<file path="config.mk">
export PLATFORM = sky130hd
export DESIGN_NAME = ahl_axis_home
export DESIGN_NICKNAME = d
export VERILOG_FILES = /design/src/pkg/ahl_pkg.sv /design/src/hdl/ahl_in_filt.sv /design/src/hdl/ahl_axis_home.sv
export SDC_FILE = /design/constraint.sdc
export NUM_CORES = 1
export LEC_CHECK = 0
export ABC_AREA = 1
export BUFFER_PORTS_ARGS = -buffer_cell sky130_fd_sc_hd__buf_4
export CAP_MARGIN = 20
export CORE_ASPECT_RATIO = 0.75
export CORE_MARGIN = 4
export CORE_UTILIZATION = 42
export CTS_CLUSTER_DIAMETER = 50
export DETAILED_ROUTE_END_ITERATION = 16
export GPL_ROUTABILITY_DRIVEN = 0
export SYNTH_ARGS = -nofsm -noshare
export SYNTH_HDL_FRONTEND = slang
export SYNTH_SLANG_ARGS = --single-unit
</file>
<file path="constraint.sdc">
create_clock -name SYS_CLK -period 3.25 [get_ports SYS_CLK]
set_clock_uncertainty 0.15 [all_clocks]
set_input_delay 0.65 -clock SYS_CLK [delete_from_list [all_inputs] [get_ports SYS_CLK]]
set_output_delay 0.65 -clock SYS_CLK [all_outputs]
set_load 0.02 [all_outputs]
</file>
<file path="src/pkg/ahl_pkg.sv">
// Package of constants and types for the axis homing and limits block
package ahl_pkg;
  // ==========================================================
  // Widths
  localparam int POS_W = 32;
  localparam int FILT_W = 20;
  // ==========================================================
  // Timing
  localparam longint CLK_HZ = 64'h0000000002faf080; // 50 MHz
  localparam longint CLK_PERIOD_PS = 64'h000000e8d4a51000 / CLK_HZ;
  localparam longint REF_FILT_TIME_PS = 64'h000000017d784000; // 6.4 ms
  localparam int REF_FILT_CYC = int'(REF_FILT_TIME_PS / CLK_PERIOD_PS);
  localparam logic [FILT_W-1:0] LIM_FILT_CYC = 20'h00001; // Limit switches only synchronised
  // ==========================================================
  // Reset values
  localparam logic [POS_W-1:0] POS_RST = 32'h00000000;
  localparam logic [POS_W-1:0] SOFT_LO_RST = 32'h80000000;
  localparam logic [POS_W-1:0] SOFT_HI_RST = 32'h7fffffff;
  // ==========================================================
  // Homing modes and command carrier
  typedef enum logic [1:0] {
    AHL_MODE_ABS = 2'h0,
    AHL_MODE_REL = 2'h1,
    AHL_MODE_PASSIVE = 2'h2,
    AHL_MODE_ACTIVE = 2'h3
  } ahl_mode_t;
  typedef struct packed {
    ahl_mode_t mode;
    logic [POS_W-1:0] position;
  } ahl_home_cmd_t;
  // Software limit bound write carrier
  typedef struct packed {
    logic wr_low;
    logic wr_high;
    logic [POS_W-1:0] value;
  } ahl_soft_wr_t;
endpackage

</file>
<file path="src/hdl/ahl_in_filt.sv">
// Synchroniser and stability filter for one switch input
`timescale 1ns/1ps
module ahl_in_filt
  import ahl_pkg::*;
(
  input wire logic clk, // System clock
  input wire logic arst_n, // Asynchronous reset, active low
  input wire logic din, // Raw switch pin
  input wire logic [FILT_W-1:0] cycles, // Cycles a change must stay stable
  output logic dout_ff // Filtered level
);
  logic s1_ff, s2_ff, s3_ff;
  logic [FILT_W-1:0] cnt_ff;
  logic [FILT_W-1:0] nxt_cnt;
  logic nxt_dout;
  logic stable;
  logic expired;

  // ==========================================================
  // Filter decode
  assign stable = (s2_ff == s3_ff);
  assign expired = (cnt_ff + 20'h00001 >= cycles);
  assign nxt_cnt = (stable && s3_ff != dout_ff && !expired) ? cnt_ff + 20'h00001 : 20'h00000;
  assign nxt_dout = (stable && s3_ff != dout_ff && expired) ? s3_ff : dout_ff;

  // Three stages; only the second and third are compared, the first only feeds the second
  always_ff @(posedge clk or negedge arst_n) begin
    if (!arst_n) begin
      s1_ff <= 1'b0;
      s2_ff <= 1'b0;
      s3_ff <= 1'b0;
      cnt_ff <= 20'h00000;
      dout_ff <= 1'b0;
    end else begin
      s1_ff <= din;
      s2_ff <= s1_ff;
      s3_ff <= s2_ff;
      cnt_ff <= nxt_cnt;
      dout_ff <= nxt_dout;
    end
  end
endmodule

</file>
<file path="src/hdl/ahl_axis_home.sv">
// Axis homing and position limit supervision
`timescale 1ns/1ps
// Overview of operation
// Hardware limit supervision acts only while the hardware limit enable is set.
// Software limit supervision acts only while the software limit enable is set.
// New software bounds may be written anytime and apply to later checks.
// Mode 0 loads position with commanded value at once, motion kept.
// Mode 1 adds commanded value to current position, motion kept.
// Modes 0 and 1 never move the axis; modes 2 and 3 need travel.
// Mode 2 moves nothing; switch edge during external travel sets commanded position.
// Mode 3 aborts motion, runs own approach, homes on switch detection.
// Active homing uses configured rising or falling switch edge, not level.
// After active homing position equals switch point plus commanded value; the code loads the commanded value alone at the switch edge.
// Mode value 2 selects passive homing, value 3 active homing.
// Reference switch comes only from an interrupt-capable digital input.
// Reference filter defaults to 6.4 ms and can be reprogrammed.
// Configurer keeps filter time shorter than switch active time.
// Auto-reverse uses hardware limit as reversing cam; needs limits enabled.
// Configurer keeps approach slow or decel high to avoid end stop.
// Reference switch lies within the axis travel range.
// Limit hit in active homing with auto-reverse: normal brake, reverse, search.
// Limit hit in active homing without auto-reverse: error, emergency brake.
// Homing done pulses when position set; error pulses on aborted approach.
module ahl_axis_home
  import ahl_pkg::*;
#(
  parameter logic [FILT_W-1:0] REF_FILT_DEFAULT = FILT_W'(REF_FILT_CYC) // 6.4 ms at 50 MHz
)(
  input wire logic SYS_CLK, // 50 MHz clock
  input wire logic ARST_N, // Asynchronous reset, active low
  input wire logic HOME_REQ, // One-cycle homing command strobe
  input wire ahl_home_cmd_t HOME_CMD, // Homing mode and position
  input wire logic HARD_LIM_EN, // Hardware limit enable
  input wire logic SOFT_LIM_EN, // Software limit enable
  input wire ahl_soft_wr_t SOFT_WR, // Software bound write
  input wire logic REF_EDGE_FALL, // Home on falling edge when set
  input wire logic AUTO_REV_EN, // Auto reverse at hardware limits
  input wire logic APPROACH_NEG, // Approach starts in negative direction
  input wire logic FILT_WR, // Load new reference filter count
  input wire logic [FILT_W-1:0] FILT_VAL, // Reference filter count in cycles
  input wire logic STEP, // One-cycle pulse per position step
  input wire logic STEP_NEG, // Step direction is negative
  input wire logic REF_SW, // Reference switch pin
  input wire logic LIM_NEG_SW, // Lower hardware limit switch pin
  input wire logic LIM_POS_SW, // Upper hardware limit switch pin
  output logic [POS_W-1:0] POSITION, // Axis position
  output logic HOMED, // Axis has been homed
  output logic HOME_DONE, // Homing complete pulse
  output logic HOME_ERR, // Homing error pulse
  output logic ABORT_REQ, // Abort motion pulse
  output logic APPROACH_RUN, // Request own approach motion
  output logic APPROACH_DIR_NEG, // Approach direction
  output logic BRAKE_NORMAL, // Brake at configured deceleration pulse
  output logic BRAKE_EMERG, // Brake at emergency deceleration pulse
  output logic HARD_LIM_STOP, // Hardware limit stop level
  output logic SOFT_LIM_STOP, // Software limit stop level
  output logic [FILT_W-1:0] REF_FILT_CUR // Active reference filter count
);
  typedef enum logic [1:0] {ST_IDLE, ST_PASSIVE, ST_ACTIVE} ahl_state_t;

  ahl_state_t state_ff, nxt_state;
  logic [POS_W-1:0] pos_ff, nxt_pos, soft_lo_ff, soft_hi_ff, cmd_pos_ff;
  logic [FILT_W-1:0] filt_ff;
  logic [2:0] raw_in, filt_out;
  logic [FILT_W-1:0] filt_cyc [3];
  logic ref_dly_ff, homed_ff, dir_neg_ff, nxt_dir_neg;
  logic done_ff, err_ff, abort_ff, brk_n_ff, brk_e_ff, hard_ff, soft_ff;
  logic ref_edge, hit_lim, auto_rev, take, home_now, lim_neg, lim_pos;

  // ==========================================================
  // Input filtering
  assign raw_in = {LIM_POS_SW, LIM_NEG_SW, REF_SW};
  assign filt_cyc[0] = filt_ff;
  assign filt_cyc[1] = LIM_FILT_CYC;
  assign filt_cyc[2] = LIM_FILT_CYC;
  genvar gi;
  generate
    for (gi = 0; gi < 3; gi++) begin : g_filt
      ahl_in_filt u_filt (
        .clk(SYS_CLK),
        .arst_n(ARST_N),
        .din(raw_in[gi]),
        .cycles(filt_cyc[gi]),
        .dout_ff(filt_out[gi])
      );
    end
  endgenerate
  assign lim_neg = filt_out[1];
  assign lim_pos = filt_out[2];

  // ==========================================================
  // Decoding
  // Edge rather than level so the home point does not smear over the switch width
  assign ref_edge = REF_EDGE_FALL ? (ref_dly_ff && !filt_out[0]) : (!ref_dly_ff && filt_out[0]);
  // Reversal needs the limits themselves to be live
  assign auto_rev = AUTO_REV_EN && HARD_LIM_EN;
  assign hit_lim = HARD_LIM_EN && (dir_neg_ff ? lim_neg : lim_pos);
  assign take = HOME_REQ && (state_ff == ST_IDLE);
  // Homing on the switch edge, passive or active, sets commanded position
  assign home_now = (state_ff != ST_IDLE) && ref_edge;

  // Next state; a new request is refused while homing is in progress
  always_comb begin
    nxt_state = state_ff;
    nxt_dir_neg = dir_neg_ff;
    case (state_ff)
      ST_IDLE: begin
        if (take && HOME_CMD.mode == AHL_MODE_PASSIVE) begin
          nxt_state = ST_PASSIVE;
        end else if (take && HOME_CMD.mode == AHL_MODE_ACTIVE) begin
          nxt_state = ST_ACTIVE;
          nxt_dir_neg = APPROACH_NEG;
        end
      end
      ST_PASSIVE: begin
        if (ref_edge) begin
          nxt_state = ST_IDLE;
        end
      end
      ST_ACTIVE: begin
        if (ref_edge) begin
          nxt_state = ST_IDLE;
        end else if (hit_lim && auto_rev) begin
          nxt_dir_neg = !dir_neg_ff;
        end else if (hit_lim) begin
          nxt_state = ST_IDLE;
        end
      end
      default: nxt_state = ST_IDLE;
    endcase
  end

  // Position: homing overrides a step that lands in the same cycle
  always_comb begin
    nxt_pos = pos_ff;
    if (take && HOME_CMD.mode == AHL_MODE_ABS) begin
      nxt_pos = HOME_CMD.position;
    end else if (take && HOME_CMD.mode == AHL_MODE_REL) begin
      nxt_pos = pos_ff + HOME_CMD.position;
    end else if (home_now) begin
      nxt_pos = cmd_pos_ff;
    end else if (STEP) begin
      nxt_pos = STEP_NEG ? pos_ff - 32'h00000001 : pos_ff + 32'h00000001;
    end
  end

  // ==========================================================
  // Registers
  always_ff @(posedge SYS_CLK or negedge ARST_N) begin
    if (!ARST_N) begin
      state_ff <= ST_IDLE;
      pos_ff <= POS_RST;
      cmd_pos_ff <= POS_RST;
      dir_neg_ff <= 1'b0;
      ref_dly_ff <= 1'b0;
      homed_ff <= 1'b0;
    end else begin
      state_ff <= nxt_state;
      pos_ff <= nxt_pos;
      dir_neg_ff <= nxt_dir_neg;
      ref_dly_ff <= filt_out[0];
      if (take) begin
        cmd_pos_ff <= HOME_CMD.position;
      end
      if (HOME_DONE) begin
        homed_ff <= 1'b1;
      end
    end
  end

  // Configuration: bounds and filter count may change while running
  always_ff @(posedge SYS_CLK or negedge ARST_N) begin
    if (!ARST_N) begin
      soft_lo_ff <= SOFT_LO_RST;
      soft_hi_ff <= SOFT_HI_RST;
      filt_ff <= REF_FILT_DEFAULT;
    end else begin
      if (SOFT_WR.wr_low) begin
        soft_lo_ff <= SOFT_WR.value;
      end
      if (SOFT_WR.wr_high) begin
        soft_hi_ff <= SOFT_WR.value;
      end
      if (FILT_WR) begin
        filt_ff <= FILT_VAL;
      end
    end
  end

  // Event pulses and stop levels
  always_ff @(posedge SYS_CLK or negedge ARST_N) begin
    if (!ARST_N) begin
      done_ff <= 1'b0;
      err_ff <= 1'b0;
      abort_ff <= 1'b0;
      brk_n_ff <= 1'b0;
      brk_e_ff <= 1'b0;
      hard_ff <= 1'b0;
      soft_ff <= 1'b0;
    end else begin
      done_ff <= (take && HOME_CMD.mode[1] == 1'b0) || home_now;
      err_ff <= (state_ff == ST_ACTIVE) && !ref_edge && hit_lim && !auto_rev;
      abort_ff <= take && HOME_CMD.mode == AHL_MODE_ACTIVE;
      brk_n_ff <= (state_ff == ST_ACTIVE) && !ref_edge && hit_lim && auto_rev;
      brk_e_ff <= (state_ff == ST_ACTIVE) && !ref_edge && hit_lim && !auto_rev;
      // Outside the approach a live limit switch stops the axis
      hard_ff <= HARD_LIM_EN && (state_ff != ST_ACTIVE) && (lim_neg || lim_pos);
      // Software bounds only mean something once the axis has been homed
      soft_ff <= SOFT_LIM_EN && homed_ff &&
                 ($signed(pos_ff) <= $signed(soft_lo_ff) || $signed(pos_ff) >= $signed(soft_hi_ff));
    end
  end

  // ==========================================================
  // Outputs
  assign POSITION = pos_ff;
  assign HOMED = homed_ff;
  assign HOME_DONE = done_ff;
  assign HOME_ERR = err_ff;
  assign ABORT_REQ = abort_ff;
  assign APPROACH_RUN = (state_ff == ST_ACTIVE);
  assign APPROACH_DIR_NEG = dir_neg_ff;
  assign BRAKE_NORMAL = brk_n_ff;
  assign BRAKE_EMERG = brk_e_ff;
  assign HARD_LIM_STOP = hard_ff;
  assign SOFT_LIM_STOP = soft_ff;
  assign REF_FILT_CUR = filt_ff;

  // ==========================================================
  // Assertions
  property p_abs_load;
    @(posedge SYS_CLK) disable iff (!ARST_N)
      take && HOME_CMD.mode == AHL_MODE_ABS |=> POSITION == $past(HOME_CMD.position) && HOME_DONE;
  endproperty
  a_abs_load: assert property (p_abs_load) else $error("Absolute homing did not load position");

  property p_rel_add;
    @(posedge SYS_CLK) disable iff (!ARST_N)
      take && HOME_CMD.mode == AHL_MODE_REL |=> POSITION == $past(pos_ff) + $past(HOME_CMD.position);
  endproperty
  a_rel_add: assert property (p_rel_add) else $error("Relative homing sum wrong");

  property p_no_move;
    @(posedge SYS_CLK) disable iff (!ARST_N)
      take && !HOME_CMD.mode[1] |=> !ABORT_REQ && !APPROACH_RUN;
  endproperty
  a_no_move: assert property (p_no_move) else $error("Direct homing caused motion");

  property p_passive;
    @(posedge SYS_CLK) disable iff (!ARST_N)
      state_ff == ST_PASSIVE && ref_edge |=> POSITION == $past(cmd_pos_ff) && HOME_DONE && !ABORT_REQ;
  endproperty
  a_passive: assert property (p_passive) else $error("Passive homing missed switch");

  property p_active_start;
    @(posedge SYS_CLK) disable iff (!ARST_N)
      take && HOME_CMD.mode == AHL_MODE_ACTIVE |=> ABORT_REQ && APPROACH_RUN ##1 !ABORT_REQ;
  endproperty
  a_active_start: assert property (p_active_start) else $error("Active homing did not abort");

  property p_reverse;
    @(posedge SYS_CLK) disable iff (!ARST_N)
      state_ff == ST_ACTIVE && !ref_edge && hit_lim && auto_rev |=>
        BRAKE_NORMAL && !BRAKE_EMERG && APPROACH_DIR_NEG != $past(dir_neg_ff);
  endproperty
  a_reverse: assert property (p_reverse) else $error("Auto reverse failed");

  property p_lim_err;
    @(posedge SYS_CLK) disable iff (!ARST_N)
      state_ff == ST_ACTIVE && !ref_edge && hit_lim && !auto_rev |=> HOME_ERR && BRAKE_EMERG && !APPROACH_RUN;
  endproperty
  a_lim_err: assert property (p_lim_err) else $error("Limit abort not flagged");

  property p_hard_off;
    @(posedge SYS_CLK) disable iff (!ARST_N)
      !HARD_LIM_EN |=> !HARD_LIM_STOP;
  endproperty
  a_hard_off: assert property (p_hard_off) else $error("Hardware limit acted while disabled");

  property p_soft_off;
    @(posedge SYS_CLK) disable iff (!ARST_N)
      !SOFT_LIM_EN |=> !SOFT_LIM_STOP;
  endproperty
  a_soft_off: assert property (p_soft_off) else $error("Software limit acted while disabled");

  property p_bound_wr;
    @(posedge SYS_CLK) disable iff (!ARST_N)
      SOFT_WR.wr_high |=> soft_hi_ff == $past(SOFT_WR.value);
  endproperty
  a_bound_wr: assert property (p_bound_wr) else $error("Upper bound not taken");
endmodule

</file>
Word-level counts from Yosys, hierarchy flattened
Index checks and enable logic that the tools add are counted.

word-level totals
  bits of input ports = 102
  register bits = 231
  word-level logic and storage cells = 131

operators by class
  bitwise operators = 1
  add/subtract/negate cells = 6
  $lt $le $gt $ge = 5
  reductions and logical operators = 47
  multiplexer cells = 22
  eq/ne operators = 20

operator list
  cell                   count
  $mux 32                5
  $add 20x1->20 const B  3
  $mux 20                3
  $ge 20x1->1 const B    2
  $add 32x1->32 const B  1
  $add 32x32->32         1
  $ge 32x32->1           1
  $le 32x32->1           1
  $sub 32x1->32 const B  1
  $logic_and 1x1->1      29
  $ge 20x20->1           1
  $mux 2                 6
  $logic_not 1->1        8
  $ne 2x2->1 const B     4
  $eq 2x2->1 const B     3
  $mux 1                 6
  $ne 3x1->1 const B     2
  $pmux 2 s3             1
  $reduce_and 5->1       1
  $eq 2x1->1 const B     2
  $logic_not 2->1        2
  $ne 2x1->1 const B     2
  $reduce_and 4->1       1
  $reduce_bool 2->1      2
  7 further kinds        13

Longest topological paths before layout
Gate-level depths: netlist of run 1.

  depth after elaboration = 7
  mapped depth = 20

Hierarchy
A second synthesis of run 1 with hierarchy kept.

second synthesis, totals
  cell total of the unflattened synthesis = 2805
  area, all modules = 18735.5 sq um

modules (own cells, without submodules)
  module                              area an instance (sq um)  cells an instance  sequential area each (sq um)  times used
  ahl_axis_home                       13112.6                   2006               4025.1                        1
  ahl_in_filt (g_filt[0].u_filt ...)  1884.3                    268                600.6                         2
  ahl_in_filt (g_filt[2].u_filt)      1854.3                    263                600.6                         1

Worst setup path before layout of run 1
Ideal clock, no wire load.

  path type = flip-flop to flip-flop
  from = register g_filt[0].u_filt.cnt_ff[0]
  to = register g_filt[0].u_filt.cnt_ff[14]
  path slack = 0.180 ns
  arrival time = 2.834 ns
  library setup time = 0.086 ns
  data required time = 3.014 ns
  period minus slack after synthesis = 3.070 ns
  stages on the path, launching flop included = 21
  cell sequence = dfrtp_1 > ha_1 > nand4_1 > nor2_1 > inv_1 > nor2_2 > nand4_1 > nor2_1 > nand4_1 > xor2_1 > inv_1 > ha_1 > nand2_1 > inv_1 > nand3_1 > inv_1 > a21oi_1 > nand4_1 > or2_2 > buf_2 > nor3_1

on the way
  word-level cells in the longest chain between the ends = 5

ends and longest elaborated chain
  what                              RTL line                              RTL
  from (decl)                       ahl_in_filt.sv:13                     logic [FILT_W-1:0] cnt_ff;
  from (signal assigned)            ahl_in_filt.sv:38                     cnt_ff <= nxt_cnt;
  $add 20x1->20 (*)                 ahl_in_filt.sv:22, ahl_in_filt.sv:23
  $ge 20x20->1                      ahl_in_filt.sv:22                     assign expired = (cnt_ff + 20'h00001 >= cycles);
  $logic_not 1->1                   ahl_in_filt.sv:23                     assign nxt_cnt = (stable && s3_ff != dout_ff && !expired) ? cnt_ff + 20'h00001 : 20'h00000;
  $logic_and 1x1->1                 ahl_in_filt.sv:23
  $mux 20 (*)                       ahl_in_filt.sv:23
  net g_filt[0].u_filt.nxt_cnt[14]  ahl_in_filt.sv:14                     logic [FILT_W-1:0] nxt_cnt;

The timed path passes the listed nets; every way through them passes the cells marked *.
A chain may end at the register's enable or synchronous reset.

Worst setup path after layout of run 1
  from = register g_filt[0].u_filt.cnt_ff[0]
  to = register g_filt[0].u_filt.cnt_ff[18]

Same word-level chain as after synthesis.

==> metrics.txt, run 1 <==
# TYPE chip_impl_metric gauge
chip_impl_metric{name="fillers",unit=""} 4100
chip_impl_info{name="status",value="finished with violations"} 1
chip_impl_info{name="timing.critical_path.mode_cell",value="inv_1"} 1
chip_impl_metric{name="totalWireLength",unit="um"} 53900
chip_impl_metric{name="detail_route.wirelength.met1",unit="um"} 26700
chip_impl_metric{name="cts.reportedPaths.clkPinSlew",unit="ns"} 0.06
chip_impl_metric{name="grt_pass1_wl",unit="um"} 84600
chip_impl_metric{name="drt_iter0_markers",unit=""} 1452
chip_impl_metric{name="grt_antenna_before_repair",unit=""} 3
chip_impl_metric{name="fin_util",unit=""} 0.507
chip_impl_metric{name="hpwlAfterDp",unit="um"} 42200
chip_impl_metric{name="grt_max_degree",unit=""} 68
chip_impl_metric{name="worstSkewPairLatency",unit="ns"} 0.57
chip_impl_metric{name="syn-instance-count",unit=""} 2610
chip_impl_info{name="setup.worst_path.start",value="g_filt[0].u_filt.cnt_ff[0]"} 1
chip_impl_info{name="criticalPathCategory",value="reg2reg"} 1
chip_impl_metric{name="crit_path_max_fanout",unit=""} 5
chip_impl_metric{name="max_slew.worst_pin.slew",unit="ns"} 0.730
chip_impl_metric{name="drt.antenna.violating_nets",unit=""} 0
chip_impl_metric{name="met2_routed_wirelength",unit="um"} 21600
chip_impl_metric{name="pre_cts_slack",unit="ns"} -0.0290
chip_impl_metric{name="timing.critical_path.buf_inv",unit=""} 5
chip_impl_metric{name="setup_ws",unit="ns"} -0.0774
chip_impl_metric{name="drc_errors",unit=""} 0
chip_impl_metric{name="globalRouteOverflowTotal",unit=""} 0
chip_impl_metric{name="hold_violations",unit=""} 0
chip_impl_info{name="leading_register_cell_type_out_of_synthesis",value="dfrtp_1"} 1
chip_impl_metric{name="internal_power",unit="W"} 0.00842
chip_impl_metric{name="route.vias.total",unit=""} 17100
chip_impl_metric{name="dpl.cell_count",unit=""} 3344
chip_impl_info{name="netlist_top_cells_area",value="dfrtp_1, nand2_1, ha_1, inv_1, dfstp_2"} 1
chip_impl_metric{name="die_h",unit="um"} 185
chip_impl_metric{name="cellLeakagePower",unit="nW"} 11.3
chip_impl_metric{name="fraction_of_final_layout_cells_with_drive_strength_greater_than_1",unit=""} 0.123
chip_impl_metric{name="htree_num_levels",unit=""} 1
chip_impl_metric{name="syn-mean-instance-area",unit="um^2"} 6.69
chip_impl_metric{name="vdd.ir_drop.worst",unit="V"} 0.000435
chip_impl_metric{name="core.rowCount",unit=""} 64
chip_impl_metric{name="cp_required",unit="ns"} 3.60
chip_impl_metric{name="port_buffers",unit=""} 163
chip_impl_metric{name="final-max-slew-violation-count",unit=""} 0
chip_impl_metric{name="die_width",unit="um"} 243
chip_impl_metric{name="proportion_of_synthesized_chip_area_in_sequential_cells",unit=""} 0.334
chip_impl_info{name="worst_setup_path_end_kind",value="register"} 1
chip_impl_metric{name="yosys_register_bits",unit=""} 231
chip_impl_metric{name="yosys.area.top_type_share",unit=""} 0.278
chip_impl_metric{name="core_area",unit="mm^2"} 0.0409
chip_impl_metric{name="power_per_cell_area",unit="mW/mm^2"} 770
chip_impl_info{name="worst_setup_path_start_kind",value="register"} 1
chip_impl_metric{name="finish.net_count",unit=""} 3079
chip_impl_info{name="hp-start",value="REF_SW"} 1
chip_impl_metric{name="synth_cell_types",unit=""} 50
chip_impl_info{name="r2r-start",value="g_filt[0].u_filt.cnt_ff[0]"} 1
chip_impl_metric{name="fin_crit_sh",unit=""} 1.02
chip_impl_info{name="routed.top_layer",value="met4"} 1
chip_impl_info{name="crit_chain",value="ha_2 > nand4_1 > nor2_1 > inv_1 > nor2_2 > inv_1 > nor4_1 > xnor2_1 > inv_1 > ha_1 > nand3_4 > inv_2 > a21oi_2 > nand4_1 > buf_4 > or2_4 > nor2_1"} 1
chip_impl_metric{name="worst-endpoint-arrival",unit="ns"} 3.68
chip_impl_info{name="clock_tree.root_cell",value="clkbuf_16"} 1
chip_impl_metric{name="cts_made_buffers",unit=""} 31
chip_impl_info{name="grt_setup_unrepaired",value="true"} 1
chip_impl_metric{name="fp.dieArea",unit="mm^2"} 0.0450
chip_impl_metric{name="power.share.clock",unit=""} 0.213
chip_impl_metric{name="synth-edff-count",unit=""} 0
chip_impl_metric{name="cts-root-to-sink-buffers",unit=""} 3
chip_impl_metric{name="proportion_of_synthesized_flip_flops_having_asynchronous_set_or_reset",unit=""} 1.00
chip_impl_metric{name="maxSlewHeadroom",unit=""} 0.513
chip_impl_metric{name="synthToLayoutAreaGrowth",unit="%"} 18.8
chip_impl_metric{name="met3_length",unit="um"} 4360
chip_impl_metric{name="drt-pass1-iter-count",unit=""} 5
chip_impl_info{name="worst_path_max_delay_cell",value="dfrtp_1"} 1
chip_impl_metric{name="p_comb_frac",unit=""} 0.518
chip_impl_metric{name="boundary_pins",unit=""} 164
chip_impl_metric{name="final-setup-viol-count",unit=""} 15
chip_impl_metric{name="post_drt_wl_per_cell",unit="um"} 15.8
chip_impl_metric{name="grt_use_total",unit=""} 0.234
chip_impl_metric{name="grt_pass1_vias",unit=""} 15800
chip_impl_metric{name="crit_path_max_incr_delay",unit="ns"} 0.36
chip_impl_metric{name="clock_sink_count",unit=""} 231
chip_impl_metric{name="p_sw",unit="W"} 0.00756
chip_impl_info{name="hold_path.class",value="in2reg"} 1
chip_impl_metric{name="final_critical_path_required_period",unit="ns"} 3.33
chip_impl_metric{name="power.share.switching",unit=""} 0.473
chip_impl_info{name="cp_top_delay_family",value="simple AND/OR/NAND/NOR gates"} 1
chip_impl_metric{name="highest_clock_rate",unit="GHz"} 0.301
chip_impl_metric{name="drv_cap",unit=""} 0
chip_impl_info{name="post-synth-top-area-cell",value="dfrtp_1"} 1
chip_impl_metric{name="power.share.sequential",unit=""} 0.270
chip_impl_metric{name="post_synth_instance_area",unit="mm^2"} 0.0175
chip_impl_metric{name="ys_warnings",unit=""} 0
chip_impl_metric{name="power.total",unit="W"} 0.0160
chip_impl_info{name="tritoncts",value="yes"} 1
chip_impl_info{name="violated_checks",value="setup timing"} 1
chip_impl_metric{name="non_filler_instance_count_after_layout",unit=""} 3411
chip_impl_metric{name="initial_standard_cell_utilization_of_the_core",unit=""} 0.427
chip_impl_metric{name="via_per_inst",unit=""} 5.01
cell usage after synthesis, types with 3 or more instances:
cell type and count:
ha_1 152, mux2_2 4, a21o_1 3, a21oi_1 110, a31oi_1 8, nor3_1 28
nand4_1 39, o21a_1 3, buf_2 10, o211ai_1 6, inv_2 11, nand3b_1 11
clkbuf_1 38, o21bai_1 17, o21ai_0 173, xnor2_1 10, nor2_1 209, nor4_1 8
nand2_1 882, xor2_1 34, or2_2 6, o21ai_1 3, inv_1 418, nand2_2 3
nand3_1 151, and2_1 5, dfstp_2 37, nor2_2 6, nor2_4 5, dfrtp_1 194
per-layer routing:
| layer | vias up | global-route usage |
|---|---|---|
| met5 | - | 0 |
| met4 | 0 | 0.0535 |
| met3 | 75 | 0.0486 |
| met2 | 532 | 0.342 |
| met1 | 7835 | 0.354 |
| li1 | 8646 | - |
layout by cell type, fill, tap and decap left out, types with 4 or more instances in the layout:
cell       Yosys  routed
nand4_1       39      39
buf_4          1     187
buf_12         0       4
o211ai_1       6       6
o21ai_0      173     173
clkbuf_8       0       5
xor2_1        34      34
dfrtp_1      194     194
nand3b_1      11      11
ha_1         152     150
mux2_2         4       4
a31oi_1        8       8
nor2_2         6      13
a21oi_1      110     108
clkbuf_16      0      31
and2_1         5       5
nand2_1      882     881
nor4_1         8       8
nor2_4         5       8
or2_4          0       4
nand3_1      151     150
conb_1         1      36
or2_2          6       5
inv_2         11      13
o21bai_1      17      17
inv_1        418     416
nor3_2         2       5
nor3_1        28      25
nor2_1       209     199
xnor2_1       10      10
dfstp_2       37      37
clkbuf_1      38       7
per-stage QoR:
step	area [um^2]	hold WS (ns)	setup TNS, ns
floorplan	17600	0.181	0
global placement	19600	0.182	0
detailed placement	19600	0.186	-0.0687
CTS	20600	0.00253	0
global route	20800	0.00864	-5.52
finish	20800	0.0301	-0.889
cell families (layout without fill, tap and decap cells):
group	after synthesis	count (layout)	synth area share
other	1	38	0.000215
buffers and inverters	481	681	0.105
adders and majority gates	154	154	0.111
xor gates and xnor gates	44	44	0.0221
muxes	4	4	0.00258
DFF	231	231	0.334
and+or+nand+nor	1363	1366	0.324
AOI/OAI and AO/OA	332	332	0.101
worst reg2reg max path: cells and delay by family, from the launching register on:
family | cells | cell delay, ns
xor gates and xnor gates | 1 | 0.20
and+or+nand+nor | 8 | 1.40
adders and majority gates | 2 | 0.50
AOI/OAI and AO/OA | 1 | 0.12
DFF | 1 | 0.36
buffers and inverters | 5 | 0.51
final cells by class:
type / count / area [um^2] / area share
multi-input cells: 1936 / 10100 / 0.485
flip-flops and latches: 231 / 5830 / 0.281
inverters: 430 / 1610 / 0.0778
repair buffers: 193 / 1510 / 0.0727
clock buffers: 43 / 871 / 0.0420
well taps: 561 / 702 / 0.0338
clock inverters: 15 / 161 / 0.00778
diodes: 2 / 5.00 / 0.000241
path summary, 6_finish.rpt:
path,slack (ns),to,depth (start not counted)
worst max-delay path,-0.08,g_filt[0].u_filt.cnt_ff[18],17
worst min-delay path,0.03,g_filt[0].u_filt.s1_ff,1
worst max register to register,-0.08,g_filt[0].u_filt.cnt_ff[18],17
worst min register to register,0.20,g_filt[2].u_filt.s2_ff,0
max in group asynchronous,1.53,g_filt[1].u_filt.cnt_ff[3],3
min in group asynchronous,0.47,REF_FILT_CUR[1],2
power groups by stage:
| stage | combinational, W | sequential, W | clock (W) |
|---|---|---|---|
| 6_report | 0.00827 | 0.00431 | 0.00340 |
| 2_1_floorplan | 0.00533 | 0.00422 | 0 |
| 4_1_cts | 0.00814 | 0.00427 | 0.00348 |
| 3_3_place_gp | 0.00795 | 0.00430 | 0 |
| 3_5_place_dp | 0.00809 | 0.00431 | 0 |
| 5_1_grt | 0.00937 | 0.00436 | 0.00359 |
registers in the layout (all words and copies together) (netlist names), 2 cells and up:
register / flops
soft_hi_ff: 32
g_filt.u_filt.s2_ff: 3
g_filt.u_filt.dout_ff: 3
REF_FILT_CUR: 20
g_filt.u_filt.s1_ff: 3
g_filt.u_filt.s3_ff: 3
state_ff: 2
soft_lo_ff: 32
POSITION: 32
cmd_pos_ff: 32
g_filt.u_filt.cnt_ff: 60
repair_timing:
| item | CTS | global route |
|---|---|---|
| endpoints found under the hold margin | 53 | 0 |
| endpoints found under the setup margin | 18 | 21 |
| gates cloned | 0 | 3 |
| pin swaps | 0 | 1 |
| hold buffers | 1 | 0 |
| resized for setup | 1 | 29 |
| buffers inserted | 0 | 3 |
(Power assumes the default switching activity.)
==> run 2: changes to the inputs <==
--- a/config.mk
+++ b/config.mk
@@ -10,7 +10,7 @@
 export CAP_MARGIN = 20
 export CORE_ASPECT_RATIO = 0.75
 export CORE_MARGIN = 4
-export CORE_UTILIZATION = 42
+export CORE_UTILIZATION = 43
 export CTS_CLUSTER_DIAMETER = 50
 export DETAILED_ROUTE_END_ITERATION = 16
 export GPL_ROUTABILITY_DRIVEN = 0
==> metrics.txt, run 2 (synthesis gave the netlist of run 1 again) <==
# TYPE chip_impl_metric gauge
chip_impl_metric{name="post_drt_wl_per_cell",unit="um"} 16.0
chip_impl_metric{name="cellLeakagePower",unit="nW"} 11.4
chip_impl_metric{name="grt_use_total",unit=""} 0.243
chip_impl_metric{name="fillers",unit=""} 3902
chip_impl_metric{name="via_per_inst",unit=""} 5.08
chip_impl_metric{name="grt_antenna_before_repair",unit=""} 1
chip_impl_metric{name="core.rowCount",unit=""} 63
chip_impl_metric{name="hold_violations",unit=""} 0
chip_impl_info{name="clock_tree.root_cell",value="clkbuf_16"} 1
chip_impl_metric{name="maxSlewHeadroom",unit=""} 0.446
chip_impl_metric{name="final_critical_path_required_period",unit="ns"} 3.22
chip_impl_metric{name="clock_sink_count",unit=""} 231
chip_impl_metric{name="postPlaceCellArea",unit="mm^2"} 0.0195
chip_impl_info{name="grt_setup_unrepaired",value="true"} 1
chip_impl_info{name="most-common-layout-cells",value="nand2_1, inv_1, nor2_1"} 1
chip_impl_metric{name="final-setup-viol-count",unit=""} 0
chip_impl_metric{name="initial_standard_cell_utilization_of_the_core",unit=""} 0.439
chip_impl_metric{name="power_per_cell_area",unit="mW/mm^2"} 777
chip_impl_metric{name="totalWireLength",unit="um"} 54100
chip_impl_metric{name="finish.net_count",unit=""} 3088
chip_impl_info{name="layout_commonest_cell",value="nand2_1"} 1
chip_impl_metric{name="number_of_antenna_repair_diodes",unit=""} 0
chip_impl_metric{name="die_h",unit="um"} 183
chip_impl_metric{name="grt_max_degree",unit=""} 81
chip_impl_metric{name="die_width",unit="um"} 241
chip_impl_metric{name="drv_cap",unit=""} 0
chip_impl_metric{name="cts_made_buffers",unit=""} 34
chip_impl_metric{name="drt-pass1-iter-count",unit=""} 6
chip_impl_metric{name="vdd.ir_drop.worst",unit="V"} 0.000362
chip_impl_metric{name="grt_pass1_wl",unit="um"} 85500
chip_impl_metric{name="highest_clock_rate",unit="GHz"} 0.310
chip_impl_metric{name="route.vias.total",unit=""} 17100
chip_impl_metric{name="fin_crit_sh",unit=""} 0.991
chip_impl_info{name="hold_path.class",value="in2reg"} 1
chip_impl_metric{name="globalRouteOverflowTotal",unit=""} 0
chip_impl_info{name="status",value="completed"} 1
chip_impl_metric{name="drt.antenna.violating_nets",unit=""} 0
chip_impl_metric{name="synthToLayoutAreaGrowth",unit="%"} 19.4
chip_impl_metric{name="fp.dieArea",unit="mm^2"} 0.0439
chip_impl_metric{name="fraction_of_final_layout_cells_with_drive_strength_greater_than_1",unit=""} 0.129
chip_impl_info{name="worst_setup_path_end_kind",value="register"} 1
chip_impl_metric{name="boundary_pins",unit=""} 164
chip_impl_metric{name="grt_pass1_vias",unit=""} 16000
chip_impl_metric{name="htree_num_levels",unit=""} 2
chip_impl_info{name="tritoncts",value="yes"} 1
chip_impl_metric{name="multi_input_area",unit="mm^2"} 0.0101
chip_impl_info{name="regMostFlops",value="g_filt.u_filt.cnt_ff"} 1
chip_impl_metric{name="drt_iter0_markers",unit=""} 1486
chip_impl_metric{name="cts.reportedPaths.clkPinSlew",unit="ns"} 0.06
chip_impl_metric{name="cts-root-to-sink-buffers",unit=""} 3
chip_impl_metric{name="worstSkewPairLatency",unit="ns"} 0.52
chip_impl_metric{name="port_buffers",unit=""} 163
chip_impl_metric{name="max_slew.worst_pin.slew",unit="ns"} 0.830
chip_impl_metric{name="setup_tns",unit="ns"} 0
chip_impl_metric{name="largest_register_ffs",unit=""} 60
chip_impl_info{name="worst_setup_path_start_kind",value="register"} 1
chip_impl_metric{name="core_area",unit="mm^2"} 0.0398
chip_impl_metric{name="hpwlAfterDp",unit="um"} 42400
chip_impl_metric{name="cp_required",unit="ns"} 3.51
chip_impl_metric{name="crit_path_max_fanout",unit=""} 5
chip_impl_metric{name="finish.instance_area",unit="mm^2"} 0.0209
chip_impl_metric{name="drc_errors",unit=""} 0
chip_impl_metric{name="final-max-slew-violation-count",unit=""} 0
chip_impl_info{name="criticalPathCategory",value="reg2reg"} 1
chip_impl_metric{name="register_area",unit="mm^2"} 0.00583
chip_impl_metric{name="worst-endpoint-arrival",unit="ns"} 3.48
==> run 2: cell count changes in the layout (fill, tap and decap cells not counted), sizes merged <==
cell      previous run  this run
buf                192       198
bufinv               2         3
clkbuf              43        40
clkinv               7        10
clkinvlp             3         2
diode                2         0
inv                433       435
==> run 2: path summary, 6_finish.rpt <==
path	from	endpoint	slack, ns	depth (start not counted)
min reg2reg	g_filt[1].u_filt.s1_ff	g_filt[1].u_filt.s2_ff	0.20	0
max in group asynchronous	ARST_N	g_filt[1].u_filt.cnt_ff[5]	1.58	3
max reg2reg	g_filt[0].u_filt.cnt_ff[0]	g_filt[0].u_filt.cnt_ff[14]	0.03	20
min	LIM_POS_SW	g_filt[2].u_filt.s1_ff	0.08	1
max	g_filt[0].u_filt.cnt_ff[0]	g_filt[0].u_filt.cnt_ff[14]	0.03	20
min in group asynchronous	ARST_N	g_filt[0].u_filt.cnt_ff[13]	0.56	2
==> run 2: layer usage <==
layer / GRT usage / part of all wire / up-vias
li1: - / - / 8664
met1: 0.383 / 0.50 / 7895
met2: 0.342 / 0.40 / 518
met3: 0.0486 / 0.086 / 61
met4: 0.0470 / 0.015 / 2
met5: 0 / 0.00024 / -
==> run 2: cell type report <==
type	count	share of cell area
multi-input combinational	1936	0.484
inverter	430	0.0774
tap	520	0.0312
clock inverter	20	0.0111
timing repair buffer	199	0.0741
sequential	231	0.279
clock buffer	40	0.0429
==> run 2: worst max-delay path, stage by stage (launching register included) <==
cell     delay [ns]
dfrtp_1        0.35
ha_2           0.18
nand4_1        0.13
nor2_2         0.18
inv_2          0.07
nor2_4         0.13
nand4_1        0.14
nor2_1         0.13
nand4_1        0.10
xor2_1         0.21
inv_1          0.10
ha_4           0.28
nand2_4        0.04
inv_2          0.05
nand3_2        0.08
nor2_2         0.14
nand3_1        0.09
nand4_1        0.15
buf_4          0.15
or2_4          0.19
nor3_2         0.05
==> run 2: report_power, final <==
part           switching (W)  internal [W]  leakage [nW]  total (W)
Clock                0.00145       0.00225         0.550    0.00369
Combinational        0.00528       0.00290          8.07    0.00818
Sequential          0.000868       0.00346          2.77    0.00433
Total                0.00759       0.00861          11.4     0.0162
==> run 2: timing repair <==
item,4_1_cts,5_1_grt
setup endpoints to repair,8,21
buffers inserted,0,4
endpoints found under the hold margin,14,0
pin swaps,0,16
hold buffers,1,0
resized for setup,1,38
gates cloned,0,3
==> run 2: through the flow <==
step	setup slack, ns	hold WS (ns)	utilization	power, W	std cells
floorplan	0.180	0.181	-	0.00955	2645
CTS	0.0686	0.0591	0.519	0.0162	3369
global route	-0.151	0.0585	0.524	0.0176	3376
finish	0.0285	0.0823	0.524	0.0162	3376
detailed placement	-0.0577	0.189	0.491	0.0124	3308
global placement	0.0226	0.189	0.491	0.0122	3308
==> run 3: changes to the inputs <==
==> constraint.sdc (replaced) <==
create_clock -name SYS_CLK -period 4 [get_ports SYS_CLK]
set_clock_uncertainty 0.15 [all_clocks]
set_input_delay 0.8 -clock SYS_CLK [delete_from_list [all_inputs] [get_ports SYS_CLK]]
set_output_delay 0.8 -clock SYS_CLK [all_outputs]
set_load 0.02 [all_outputs]
==> metrics.txt, run 3 (synthesis gave the netlist of run 1 again) <==
# TYPE chip_impl_metric gauge
chip_impl_info{name="status",value="completed"} 1
chip_impl_metric{name="fin_util",unit=""} 0.514
chip_impl_metric{name="grt_pass1_wl",unit="um"} 84000
chip_impl_info{name="layout_commonest_cell",value="nand2_1"} 1
chip_impl_metric{name="clock_sink_count",unit=""} 231
chip_impl_metric{name="vdd.ir_drop.worst",unit="V"} 0.000349
chip_impl_metric{name="number_of_antenna_repair_diodes",unit=""} 0
chip_impl_metric{name="cellLeakagePower",unit="nW"} 11.2
chip_impl_metric{name="fillers",unit=""} 3933
chip_impl_metric{name="grt_antenna_before_repair",unit=""} 0
chip_impl_metric{name="drv_cap",unit=""} 0
chip_impl_info{name="most-common-layout-cells",value="nand2_1, inv_1, nor2_1"} 1
chip_impl_metric{name="cts_made_buffers",unit=""} 30
chip_impl_metric{name="worst-endpoint-arrival",unit="ns"} 3.91
chip_impl_metric{name="finish.net_count",unit=""} 3053
chip_impl_info{name="regMostFlops",value="g_filt.u_filt.cnt_ff"} 1
chip_impl_metric{name="highest_clock_rate",unit="GHz"} 0.280
chip_impl_metric{name="fraction_of_final_layout_cells_with_drive_strength_greater_than_1",unit=""} 0.108
chip_impl_metric{name="non_filler_instance_count_after_layout",unit=""} 3341
chip_impl_metric{name="cp_required",unit="ns"} 4.34
chip_impl_metric{name="fp.dieArea",unit="mm^2"} 0.0439
chip_impl_metric{name="core_area",unit="mm^2"} 0.0398
chip_impl_metric{name="hpwlAfterDp",unit="um"} 42100
chip_impl_metric{name="maxSlewHeadroom",unit=""} 0.275
chip_impl_metric{name="drt.antenna.violating_nets",unit=""} 0
chip_impl_metric{name="cts.reportedPaths.clkPinSlew",unit="ns"} 0.06
chip_impl_metric{name="synthToLayoutAreaGrowth",unit="%"} 17.1
chip_impl_metric{name="setup_tns",unit="ns"} 0
chip_impl_metric{name="cts_hold_buf",unit=""} 0
chip_impl_metric{name="crit_path_max_fanout",unit=""} 20
chip_impl_metric{name="grt_max_degree",unit=""} 103
chip_impl_metric{name="final-max-slew-violation-count",unit=""} 0
chip_impl_metric{name="drt_iter0_markers",unit=""} 1403
chip_impl_metric{name="max_slew.worst_pin.slew",unit="ns"} 1.09
chip_impl_metric{name="grt_pass1_vias",unit=""} 15800
chip_impl_metric{name="fin_crit_sh",unit=""} 0.893
chip_impl_metric{name="largest_register_ffs",unit=""} 60
chip_impl_metric{name="boundary_pins",unit=""} 164
chip_impl_metric{name="die_h",unit="um"} 183
chip_impl_metric{name="final_critical_path_required_period",unit="ns"} 3.57
chip_impl_info{name="tritoncts",value="yes"} 1
chip_impl_info{name="clock_tree.root_cell",value="clkbuf_16"} 1
chip_impl_metric{name="port_buffers",unit=""} 163
chip_impl_metric{name="htree_num_levels",unit=""} 1
chip_impl_metric{name="whs",unit="ns"} 0.0885
chip_impl_info{name="grt_setup_unrepaired",value="false"} 1
chip_impl_metric{name="core.rowCount",unit=""} 63
chip_impl_metric{name="power_per_cell_area",unit="mW/mm^2"} 640
chip_impl_info{name="worst_setup_path_end_kind",value="register"} 1
chip_impl_metric{name="drt-pass1-iter-count",unit=""} 6
chip_impl_metric{name="hold_violations",unit=""} 0
chip_impl_metric{name="grt_use_total",unit=""} 0.239
chip_impl_metric{name="final-setup-viol-count",unit=""} 0
chip_impl_metric{name="worstSkewPairLatency",unit="ns"} 0.57
chip_impl_metric{name="via_per_inst",unit=""} 5.07
chip_impl_info{name="hold_path.class",value="in2async"} 1
chip_impl_metric{name="route.vias.total",unit=""} 16900
chip_impl_metric{name="globalRouteOverflowTotal",unit=""} 0
chip_impl_metric{name="dpl.cell_count",unit=""} 3285
chip_impl_info{name="worst_setup_path_start_kind",value="register"} 1
chip_impl_info{name="criticalPathCategory",value="reg2reg"} 1
chip_impl_metric{name="initial_standard_cell_utilization_of_the_core",unit=""} 0.439
chip_impl_metric{name="cts-root-to-sink-buffers",unit=""} 3
chip_impl_metric{name="die_width",unit="um"} 241
chip_impl_metric{name="totalWireLength",unit="um"} 53200
chip_impl_metric{name="drc_errors",unit=""} 0
chip_impl_metric{name="post_drt_wl_per_cell",unit="um"} 15.9
==> run 3: cell types whose count changed in the layout (fill, tap and decap cells not counted), moves of 3 or more <==
cell / delta
bufinv_16: +4
or2_4: -3
nor3_2: -3
inv_1: +4
clkbuf_16: -5
nor4_1: +3
nor2_1: +11
inv_2: -4
nor2_2: -9
nor3_1: +3
buf_4: -25
==> run 3: final cells by class <==
class | count | area (um^2) | share of cell area
multi-input cells | 1933 | 9940 | 0.486
flip-flops and latches | 231 | 5830 | 0.285
inverters | 430 | 1610 | 0.0789
repair buffers | 171 | 1320 | 0.0643
clock buffers | 35 | 790 | 0.0386
well taps | 520 | 651 | 0.0318
clock inverters | 21 | 324 | 0.0158
==> run 3: worst max-delay path, cell delays in order, from the launching register on <==
cell,delay [ns]
dfrtp_1,0.45
ha_1,0.25
nand4_1,0.14
nor2_1,0.16
inv_1,0.08
nor2_2,0.15
nand4_1,0.13
nor2_1,0.10
nand4_1,0.10
xor2_1,0.22
inv_1,0.07
ha_1,0.27
nand2_1,0.08
inv_1,0.05
nand3_1,0.08
inv_1,0.07
a21oi_1,0.15
nand4_1,0.23
or2_4,0.40
nor3_1,0.15
==> run 3: final timing paths <==
path | start | cells past startpoint | slack [ns] | to
max in group asynchronous | ARST_N | 2 | 2.69 | soft_hi_ff[6]
min in group SYS_CLK | REF_SW | 1 | 0.19 | g_filt[0].u_filt.s1_ff
max reg2reg | g_filt[0].u_filt.cnt_ff[0] | 19 | 0.43 | g_filt[0].u_filt.cnt_ff[14]
min reg2reg | g_filt[0].u_filt.s1_ff | 0 | 0.20 | g_filt[0].u_filt.s2_ff
max | g_filt[0].u_filt.cnt_ff[0] | 19 | 0.43 | g_filt[0].u_filt.cnt_ff[14]
min | ARST_N | 1 | 0.09 | REF_FILT_CUR[19]
==> run 3: where the power goes <==
part | internal [W] | switching (W) | leakage (nW) | total (W)
combinational | 0.00230 | 0.00419 | 7.90 | 0.00648
sequential | 0.00281 | 0.000779 | 2.77 | 0.00359
clock | 0.00188 | 0.00114 | 0.538 | 0.00302
total | 0.00699 | 0.00610 | 11.2 | 0.0131
==> run 3: metrics by stage <==
step / power, W / worst slack [ns] / area, um^2
floorplan: 0.00776 / 0.930 / 17600
global placement: 0.00982 / 0.502 / 19300
detailed placement: 0.00996 / 0.322 / 19300
CTS: 0.0130 / 0.312 / 20500
global route: 0.0142 / 0.0486 / 20500
finish: 0.0131 / 0.429 / 20500
==> run 3: routing by layer <==
layer | routed length (um) | global-route usage
met5 | 0 | 0
met4 | 994 | 0.0436
met3 | 4900 | 0.0567
met2 | 20700 | 0.332
met1 | 26600 | 0.376
==> run 3: timing repair <==
action	in CTS	in global routing
gates resized for setup	0	1
setup buffers	0	0
endpoints found under the setup margin	0	20
